[src/pkg/wdrt_pkg.sv]
// Package with register map, field layout, reset values and timing counts of the watchdog reset timer.
package wdrt_pkg;

    // Byte addresses of the registers on the host register port.
    localparam logic [15:0] WDRT_CTRL_ADDR      = 16'h3000;
    localparam logic [15:0] WDRT_CTRL_HI_ADDR   = 16'h3001;
    localparam logic [15:0] WDRT_KICK_ADDR      = 16'h3002;
    localparam logic [15:0] WDRT_COUNT_ADDR     = 16'h3004;
    localparam logic [15:0] WDRT_LOAD_ADDR      = 16'h3008;
    localparam logic [15:0] WDRT_RSVD_LO_ADDR   = 16'h300C;
    localparam logic [15:0] WDRT_RSVD_HI_ADDR   = 16'h33FF;

    // Bit positions inside the control register.
    localparam int WDRT_CTRL_EN_BIT   = 0;
    localparam int WDRT_CTRL_STS_BIT  = 1;
    localparam int WDRT_CTRL_SIM_BIT  = 2;
    localparam int WDRT_CTRL_UNIT_BIT = 3;

    // Reset values.
    localparam logic        WDRT_EN_RST    = 1'b0;
    localparam logic        WDRT_SIM_RST   = 1'b0;
    localparam logic        WDRT_UNIT_RST  = 1'b0;
    localparam logic [31:0] WDRT_LOAD_RST  = 32'hFFFF_FFFF;
    localparam logic [31:0] WDRT_COUNT_RST = 32'hFFFF_FFFF;
    localparam logic [7:0]  WDRT_KICK_READ = 8'h00;

    // Timing: system clock period and tick periods.
    localparam int WDRT_CLK_PERIOD_NS = 8;
    localparam int WDRT_MS_TICK_NS    = 1000000;
    localparam int WDRT_US_TICK_NS    = 1000;
    localparam int WDRT_SIM_TICK_NS   = 1000;
    localparam int WDRT_MS_TICK_CYC   = WDRT_MS_TICK_NS / WDRT_CLK_PERIOD_NS;
    localparam int WDRT_US_TICK_CYC   = WDRT_US_TICK_NS / WDRT_CLK_PERIOD_NS;
    localparam int WDRT_SIM_TICK_CYC  = WDRT_SIM_TICK_NS / WDRT_CLK_PERIOD_NS;

    // Length of the system reset request pulse.
    localparam int WDRT_RST_PULSE_NS  = 128;
    localparam int WDRT_RST_PULSE_CYC = WDRT_RST_PULSE_NS / WDRT_CLK_PERIOD_NS;

    localparam int WDRT_DIV_W = 17;
    localparam int WDRT_RST_W = 5;

endpackage

[src/core/wdrt_tick_gen.sv]
// Tick divider that stands in for the slow, fast and simulation counter clocks.
`timescale 1ns/1ps
module wdrt_tick_gen
    import wdrt_pkg::*;
#(
    parameter int MS_TICK_CYC = WDRT_MS_TICK_CYC
) (
    input  wire logic sys_clk_i,   // System clock.
    input  wire logic reset_i,     // Synchronous reset, active high.
    input  wire logic run_i,       // Divider runs only while high.
    input  wire logic unit_us_i,   // High selects 1 us ticks.
    input  wire logic sim_i,       // High selects the 1 MHz simulation tick.
    output logic      tick_o       // One-cycle counter clock enable.
);

    typedef struct packed {
        logic [WDRT_DIV_W-1:0] div;
        logic                  tick;
    } wdrt_tick_st_t;

    wdrt_tick_st_t st_ff;
    wdrt_tick_st_t nxt_st;
    logic [WDRT_DIV_W-1:0] period;

    always_comb begin
        nxt_st = st_ff;
        nxt_st.tick = 1'b0;
        if (sim_i) begin
            period = WDRT_DIV_W'(WDRT_SIM_TICK_CYC - 1);
        end else if (unit_us_i) begin
            period = WDRT_DIV_W'(WDRT_US_TICK_CYC - 1);
        end else begin
            period = WDRT_DIV_W'(MS_TICK_CYC - 1);
        end
        // A stopped divider draws no toggling power, like a gated oscillator.
        if (reset_i || !run_i) begin
            nxt_st.div = '0;
        end else if (st_ff.div >= period) begin
            nxt_st.div  = '0;
            nxt_st.tick = 1'b1;
        end else begin
            nxt_st.div = st_ff.div + WDRT_DIV_W'(1);
        end
    end

    always_ff @(posedge sys_clk_i) begin
        st_ff <= nxt_st;
    end

    assign tick_o = st_ff.tick;

endmodule

[src/core/wdrt_watchdog.sv]
// Watchdog reset timer with its host register port, counter and reset request.
`timescale 1ns/1ps
// How it works
// While enabled, counter underflow without reload requests a system reset.
// Counter ticks come from slow or fast clock per tick-unit bit.
// Tick-unit bit 3: 0 gives 1 ms ticks, 1 gives 1 us; resets 0.
// Reset-event flag mirrors the underflow status and clears only with it.
// Software disables, writes load value, then enables to start counting.
// Clearing enable stops the counter and gates its tick clock.
// Underflow both requests reset and sets the underflow status bit.
// Software reloads in time by reactivating or writing the kick register.
// Interval is the time from the load value down to zero.
// While status is pending, host writes are blocked until status clears.
// Software never writes the reserved range after the watchdog registers.
// Simulation bit 2 runs the counter at 1 MHz; software sets units too.
// Status bit 1 set by hardware, write 1 clears, write 0 ignored.
// After reset, status reads 1 only if a watchdog underflow caused it.
// Enable bit 0 resets 0; counting starts a few ticks after setting.
// Any kick write reloads and resumes counting while enabled; else ignored.
// Kick reload is synchronised to the counter tick, so it lags.
// Kick register always reads zero.
// Load accepts writes only while disabled; resets all ones; never zero.
// Reading count byte 0 snapshots the counter; upper bytes read afterwards.
// Reset request is a registered pulse long enough to capture reliably.
module wdrt_watchdog
    import wdrt_pkg::*;
#(
    parameter int MS_TICK_CYC = WDRT_MS_TICK_CYC
) (
    input  wire logic        sys_clk_i,        // System clock, 125 MHz.
    input  wire logic        reset_i,          // Device reset, synchronous, active high.
    input  wire logic        cold_reset_i,     // Power-on reset, also clears the status bit.
    input  wire logic [15:0] reg_addr_i,       // Byte address from the host port.
    input  wire logic        reg_wr_i,         // Byte write strobe.
    input  wire logic [7:0]  reg_wdata_i,      // Write data byte.
    input  wire logic        reg_rd_i,         // Byte read strobe.
    output logic [7:0]       reg_rdata_o,      // Read data, valid the cycle after reg_rd_i.
    output logic             write_block_o,    // Host port must refuse writes.
    output logic             reset_event_irq_flag_o, // Watchdog reset flag for the interrupt enable register.
    output logic             wdt_reset_o       // System reset request pulse.
);

    typedef struct packed {
        logic                  counter_enable;
        logic                  fast_sim_select;
        logic                  tick_unit_select;
        logic                  underflow_reset_flag;
        logic [31:0]           load;
        logic [31:0]           count;
        logic [31:0]           snap;
        logic                  run_sync;
        logic                  kick_pend;
        logic [7:0]            rdata;
        logic [WDRT_RST_W-1:0] rst_cnt;
    } wdrt_st_t;

    wdrt_st_t st_ff;
    wdrt_st_t nxt_st;
    logic     tick;
    logic     wr_ok;
    logic     underflow;

    // Byte lane of a 32-bit register selected by the low address bits.
    function automatic logic [7:0] wdrt_byte(input logic [31:0] word, input logic [1:0] lane);
        return word[lane*8 +: 8];
    endfunction

    function automatic logic wdrt_in_word(input logic [15:0] addr, input logic [15:0] base);
        return addr[15:2] == base[15:2];
    endfunction

    wdrt_tick_gen #(
        .MS_TICK_CYC (MS_TICK_CYC)
    ) u_tick (
        .sys_clk_i (sys_clk_i),
        .reset_i   (reset_i || cold_reset_i),
        .run_i     (st_ff.counter_enable),
        .unit_us_i (st_ff.tick_unit_select),
        .sim_i     (st_ff.fast_sim_select),
        .tick_o    (tick)
    );

    // Writes are refused while a watchdog event is pending, except the one
    // control write that clears it; otherwise software could never recover.
    assign wr_ok = reg_wr_i && (!st_ff.underflow_reset_flag
                   || (reg_addr_i == WDRT_CTRL_ADDR));
    // A tick registered on the edge that clears enable must not underflow afterwards.
    assign underflow = tick && st_ff.counter_enable && st_ff.run_sync && !st_ff.kick_pend
                       && (st_ff.count <= 32'h0000_0001);

    always_comb begin
        nxt_st = st_ff;

        // Counter side, advanced only on tick enables.
        if (!st_ff.counter_enable) begin
            nxt_st.run_sync  = 1'b0;
            nxt_st.kick_pend = 1'b0;
        end else if (tick) begin
            nxt_st.run_sync  = 1'b1;
            nxt_st.kick_pend = 1'b0;
            if (!st_ff.run_sync || st_ff.kick_pend) begin
                nxt_st.count = st_ff.load;
            end else if (underflow) begin
                nxt_st.count = st_ff.load;
            end else begin
                nxt_st.count = st_ff.count - 32'h0000_0001;
            end
        end

        if (underflow) begin
            nxt_st.underflow_reset_flag = 1'b1;
            nxt_st.rst_cnt = WDRT_RST_W'(WDRT_RST_PULSE_CYC);
        end else if (st_ff.rst_cnt != '0) begin
            nxt_st.rst_cnt = st_ff.rst_cnt - WDRT_RST_W'(1);
        end

        // Host writes.
        if (wr_ok) begin
            if (reg_addr_i == WDRT_CTRL_ADDR) begin
                if (!st_ff.underflow_reset_flag) begin
                    nxt_st.counter_enable   = reg_wdata_i[WDRT_CTRL_EN_BIT];
                    nxt_st.fast_sim_select  = reg_wdata_i[WDRT_CTRL_SIM_BIT];
                    nxt_st.tick_unit_select = reg_wdata_i[WDRT_CTRL_UNIT_BIT];
                end
                if (reg_wdata_i[WDRT_CTRL_STS_BIT] && !underflow) begin
                    nxt_st.underflow_reset_flag = 1'b0;
                end
            end else if (reg_addr_i == WDRT_KICK_ADDR) begin
                if (st_ff.counter_enable) begin
                    nxt_st.kick_pend = 1'b1;
                end
            end else if (wdrt_in_word(reg_addr_i, WDRT_LOAD_ADDR)) begin
                if (!st_ff.counter_enable) begin
                    nxt_st.load[reg_addr_i[1:0]*8 +: 8] = reg_wdata_i;
                end
            end
        end

        // Host reads, one cycle of latency.
        nxt_st.rdata = 8'h00;
        if (reg_rd_i) begin
            if (reg_addr_i == WDRT_CTRL_ADDR) begin
                nxt_st.rdata = 8'h00;
                nxt_st.rdata[WDRT_CTRL_EN_BIT]   = st_ff.counter_enable;
                nxt_st.rdata[WDRT_CTRL_STS_BIT]  = st_ff.underflow_reset_flag;
                nxt_st.rdata[WDRT_CTRL_SIM_BIT]  = st_ff.fast_sim_select;
                nxt_st.rdata[WDRT_CTRL_UNIT_BIT] = st_ff.tick_unit_select;
            end else if (reg_addr_i == WDRT_KICK_ADDR) begin
                nxt_st.rdata = WDRT_KICK_READ;
            end else if (reg_addr_i == WDRT_COUNT_ADDR) begin
                nxt_st.snap  = st_ff.count;
                nxt_st.rdata = wdrt_byte(st_ff.count, 2'b00);
            end else if (wdrt_in_word(reg_addr_i, WDRT_COUNT_ADDR)) begin
                nxt_st.rdata = wdrt_byte(st_ff.snap, reg_addr_i[1:0]);
            end else if (wdrt_in_word(reg_addr_i, WDRT_LOAD_ADDR)) begin
                nxt_st.rdata = wdrt_byte(st_ff.load, reg_addr_i[1:0]);
            end
        end

        // The status bit survives a device reset so that software can see
        // afterwards whether the watchdog caused it; of the two resets only power-on clears it.
        if (reset_i || cold_reset_i) begin
            nxt_st.counter_enable   = WDRT_EN_RST;
            nxt_st.fast_sim_select  = WDRT_SIM_RST;
            nxt_st.tick_unit_select = WDRT_UNIT_RST;
            nxt_st.load      = WDRT_LOAD_RST;
            nxt_st.count     = WDRT_COUNT_RST;
            nxt_st.snap      = WDRT_COUNT_RST;
            nxt_st.run_sync  = 1'b0;
            nxt_st.kick_pend = 1'b0;
            nxt_st.rdata     = 8'h00;
            nxt_st.rst_cnt   = '0;
            nxt_st.underflow_reset_flag = cold_reset_i ? 1'b0
                                          : st_ff.underflow_reset_flag;
        end
    end

    always_ff @(posedge sys_clk_i) begin
        st_ff <= nxt_st;
    end

    assign reg_rdata_o            = st_ff.rdata;
    assign write_block_o          = st_ff.underflow_reset_flag;
    assign reset_event_irq_flag_o = st_ff.underflow_reset_flag;
    assign wdt_reset_o            = st_ff.rst_cnt != '0;

endmodule

[config.mk]
export PLATFORM = sky130hd
export DESIGN_NAME = wdrt_watchdog
export DESIGN_NICKNAME = d
export VERILOG_FILES = /design/src/pkg/wdrt_pkg.sv /design/src/core/wdrt_tick_gen.sv /design/src/core/wdrt_watchdog.sv
export SDC_FILE = /design/constraint.sdc
export NUM_CORES = 1
export LEC_CHECK = 0
export BUFFER_PORTS_ARGS = -buffer_cell sky130_fd_sc_hd__buf_2
export CAP_MARGIN = 10
export CORE_ASPECT_RATIO = 0.7
export CORE_MARGIN = 4
export CORE_UTILIZATION = 25
export DETAILED_ROUTE_END_ITERATION = 7
export PLACE_DENSITY = 0.43
export SYNTH_ARGS = -nofsm -noshare
export SYNTH_HDL_FRONTEND = slang
export SYNTH_SLANG_ARGS = --single-unit
[constraint.sdc]
create_clock -name sys_clk_i -period 7.05 [get_ports sys_clk_i]
set_input_delay 0.705 -clock sys_clk_i [delete_from_list [all_inputs] [get_ports sys_clk_i]]
set_output_delay 0.705 -clock sys_clk_i [all_outputs]
set_load 0.05 [all_outputs]
# After elaboration in Yosys (flattened, before gate mapping)
# Cells that the tools add are included.
# W data, S select, Z words.
# totals
regBits	133
out_inout_bits	11
# op_classes
n_addsub	4
order_cmp	2
n_eq_ne	6
shift	4
mux	36
bitwise	5
n_reduce_logical	26
# op_table
op	n
$mux W32	12
$mux W112	1
$shiftx A32 B6 Y8	2
$eq A16 B14 Y1 const B	3
$mux W8	6
$mux W17	2
$neg A5 Y34	1
$shift A8 B34 Y32 const A	1
$shiftx A8 B34 Y32	1
$mux W33	1
$bwmux W32	1
$le A32 B1 Y1 const B	1
$sub A32 B1 Y32 const B	1
$eq A14 B12 Y1 const B	2
$add A17 B1 Y17 const B	1
$ge A17 B17 Y1	1
$mux W5	2
$mux W1	9
$reduce_or A2 Y1	4
$logic_and A1 B1 Y1	6
$logic_not A1 Y1	5
$not A1 Y1	5
$reduce_and A5 Y1	1
$reduce_bool A5 Y1	1
9 further kinds	13

# Longest topological paths before layout
# depth
depth_word	10
depth_mapped	12
depth_no_buf	9

# Hierarchy
# A second synthesis with hierarchy kept.
# hier_totals
cells_unflattened	848
area_unflattened_um2	6971.7
# by_module_without_submodules
module	instances	cells_each	area_each_um2
wdrt_watchdog	1	722	5940.7
wdrt_tick_gen	1	126	1031.0

# Least setup slack after synthesis
# No wires, ideal clock.
# synth_timing
path_type	input to register
from	in reg_addr_i[1]
to	reg with a tool-made name
setup_ps	69
arrival_ps	2697
required_ps	6981
slack_ps	4284
stages	8
cell_sequence	clkbuf_1 clkbuf_1 inv_1 ha_1 clkbuf_1 nor3_1 a21oi_1 o21ai_1
# synth_rtl
item	line_no	rtl
from (decl)	wdrt_watchdog.sv:33	input wire logic [15:0] reg_addr_i,

# Worst setup path after layout
# layout_timing
from	reg st_ff[50] in the netlist's numbering
to	reg st_ff[59] in the netlist's numbering
# layout_between
elab_chain_cells	4
word_cells_on_any_way	5
cone_classes	add/sub (1); order compare (1); mux (2); reduce/logical (1)
# layout_lines
item	line_no	rtl
from (decl)	wdrt_watchdog.sv:57	wdrt_st_t st_ff;
from (signal assigned)	wdrt_watchdog.sv:179	st_ff <= nxt_st;
$le A32 B1 Y1	wdrt_watchdog.sv:89	&& (st_ff.count <= 32'h0000_0001);
$logic_and A1 B1 Y1	wdrt_watchdog.sv:89	
$mux W32 (*)	wdrt_watchdog.sv:103	end else if (underflow) begin
$mux W32 (*)	wdrt_watchdog.sv:101	if (!st_ff.run_sync || st_ff.kick_pend) begin
# Every way passes the cells marked *; elsewhere a longest branch is shown, timed or not.
# A chain may end at the register's enable or synchronous reset.

==> impl_metrics.yaml <==
floorplanning:
  ios: 40
  die_h_um: 148
  rows: 50
  initial_core_util_pct: 25.7
  design.core.area_um2: 27100
  die_w_um: 208
  die_area_um2: 30700
placement:
  io_buffer_count: 39
  place_congestion: 0.852
  place_hpwl_um: 17300
  dpl_worst_slack_ps: 3530
  placed_area_um2: 7400
clock_network:
  cts_sinks: 133
  cts_resized: 0
  cts_buffer_depth: 2
  cts-htree-levels: 4
  cts_tree: "built"
  cts_root_buffer: "clkbuf_16"
  cts_buffers: 17
  cts.clk_slew.worst_paths_ps: 60
  clkLatencyLatePin_ps: 440
  cts.hold.buffers_added: 0
  cts_setup_buffers: 0
critical_path:
  critPathCaptureType: "flip-flop"
  cp.required_ps: 7370
  cp-start-kind: "flip-flop"
  cp.arrival_ps: 4060
  crit_fanout: 22
  critPathKind: "flip-flop to flip-flop"
timing:
  fin_setup_tns_ps: 0
  period_minus_slack_ps: 3740
  max_freq_mhz: 268
  hold_viol_final: 0
  rsz0062_at_grt: "false"
  fin_worst_skew_ps: 12.7
  worst_slew_pin_slew_ps: 1170
  fin_crit_sh_pct: 53.0
  setup_slack_ps: 3310
  setup_viol_count_final: 0
  maxSlewHeadroom_pct: 21.4
  maxSlewViolCount: 0
drt:
  firstDrtPassIters: 7
  vias_per_cell: 5.19
  drtAntennaViolNets: 0
  finalWirelength_um: 24300
  drtIter0Drc: 578
  vias: 6370
  wl_per_cell_um: 19.8
  drc: 0
finish:
  nFillCells: 2897
  seq_area_um2: 2670
  multi_input_area_um2: 3920
  drive_gt1_share_pct: 14.1
  diodes: 0
  final_area_um2: 7970
  nets: 900
  syn2layout_area_growth_pct: 14.4
synth:
  ys_seq_elements: 133
  synthFlopType: "dfxtp_1"
  seq_area_frac_synth_pct: 38.3
  yosysMostFrequentCell: "dfxtp_1"
  yosys_warnings: 0
  synthArstFlopShare_pct: 0
  netlist_instances: 848
  yosysTopAreaCell: "dfxtp_1"
  synth_edf_count: 1
  synth_cell_types: 64
  synth.top_cell.area_share_pct: 37.9
  synth_area_leaders: "dfxtp_1 (38%), nand2_1 (5.4%), a21oi_1 (5.4%)"
  synthesis.nets: 897
  synth.avg_cell_area_um2: 8.22
  synth_common_cells: "dfxtp_1 (132), nand2_1 (101), nor2_1 (87), a21oi_1 (75), nand3_1 (55)"
  netlist_area_um2: 6970
power:
  switchingPower_uw: 470
  powerDensity_nw_per_um2: 229
  p_int_uw: 1350
  peakVddDrop_uv: 151
  p_comb_share_pct: 9.3
  clkPwrFrac_pct: 48.3
  switching_share_pct: 25.8
  p_seq_share_pct: 42.3
  power_leakage_uw: 0.00286
global_route:
  antenna_found_initial: 0
  grt_overflow: 0
  track_usage_pct: 15.8
  grt_pass1_vias: 5952
  grt_start_max_net_pins: 44
  grt_pass1_wl_um: 37700
run:
  cap_viol_max_count: 0
status:
  status: "finished clean"
min_path:
  hold_class: "flip-flop to flip-flop"
power by group through the flow:
stage	clock [uW]	sequential [uW]	combinational, uW
3_5_place_dp	0	789	168
2_1_floorplan	0	787	124
6_report	881	772	170
4_1_cts	910	772	170
5_1_grt	935	773	185
3_3_place_gp	0	788	169
layer usage:
layer	GRT usage, %	share of wire, %	vias up
met5	0	0	-
met4	4.82	1.4	0
met3	4.75	7.8	25
met2	20.3	38	191
met1	24.7	53	3052
li1	-	-	3102
final timing paths:
path,start,to,slack [ps],cells past startpoint
hold / removal,st_ff[30]$_SDFFE_PP1P_,st_ff[30]$_SDFFE_PP1P_,460,2
setup / recovery,st_ff[50]$_SDFFE_PP1P_,st_ff[59]$_SDFFE_PP1P_,3310,6
hold reg to reg,st_ff[30]$_SDFFE_PP1P_,st_ff[30]$_SDFFE_PP1P_,460,2
setup reg to reg,st_ff[50]$_SDFFE_PP1P_,st_ff[59]$_SDFFE_PP1P_,3310,6
placed cells by master, fill, tap and decap left out, types with 5 or more instances in the layout:
cell type	netlist	layout
dfxtp_1	132	132
buf_2	16	39
o21ai_0	21	21
o22ai_1	7	7
nor4_1	11	11
clkbuf_16	0	17
xnor2_1	9	9
mux4_2	16	16
inv_1	18	18
or4_1	9	9
or2_2	5	5
nand2_1	101	101
xor2_1	9	9
ha_1	20	20
or3_1	15	15
o32ai_1	13	13
a31oi_1	11	11
nor3_1	38	38
o211ai_1	7	7
a21o_1	5	5
a21oi_1	75	75
buf_4	9	12
nand3_1	55	55
clkinv_2	0	6
o31ai_1	6	6
nor2_1	87	86
o21ai_1	23	23
nand4_1	15	15
a221o_1	8	8
area by class of cell:
| cell class | instances | share of cell area (%) |
|---|---|---|
| well taps | 364 | 5.71 |
| clock inverters | 10 | 1.32 |
| repair buffers | 52 | 3.67 |
| clock buffers | 22 | 5.82 |
| inverters | 18 | 0.847 |
| flip-flops and latches | 133 | 33.5 |
| multi-input cells | 629 | 49.1 |
metrics by stage:
stage | hold WS [ps] | cells | utilization, % | total power, uW
finish | 464 | 1228 | 29.4 | 1820
global route | 490 | 1228 | 29.4 | 1890
CTS | 470 | 1227 | 29.4 | 1850
detailed placement | 456 | 1195 | 27.3 | 957
global placement | 453 | 1195 | 27.3 | 958
floorplan | 431 | 848 | - | 911
logic make-up after synthesis:
family                   share of synthesized area, %
AND/OR/NAND/NOR                                  27.1
AO/OA/AOI/OAI                                    17.7
flip-flops                                       38.3
buffers and inverters                            5.83
adder cells (fa/ha/maj)                          3.59
XOR/XNOR                                         2.26
multiplexers                                     5.17
worst max-delay path: stages (launching register included):
cell,delay [ps]
dfxtp_1,450
or4b_1,600
nor4_2,520
nand4_1,660
nand2_1,970
o21ai_0,210
a21o_1,220
Power figures use the tool's default switching activity.
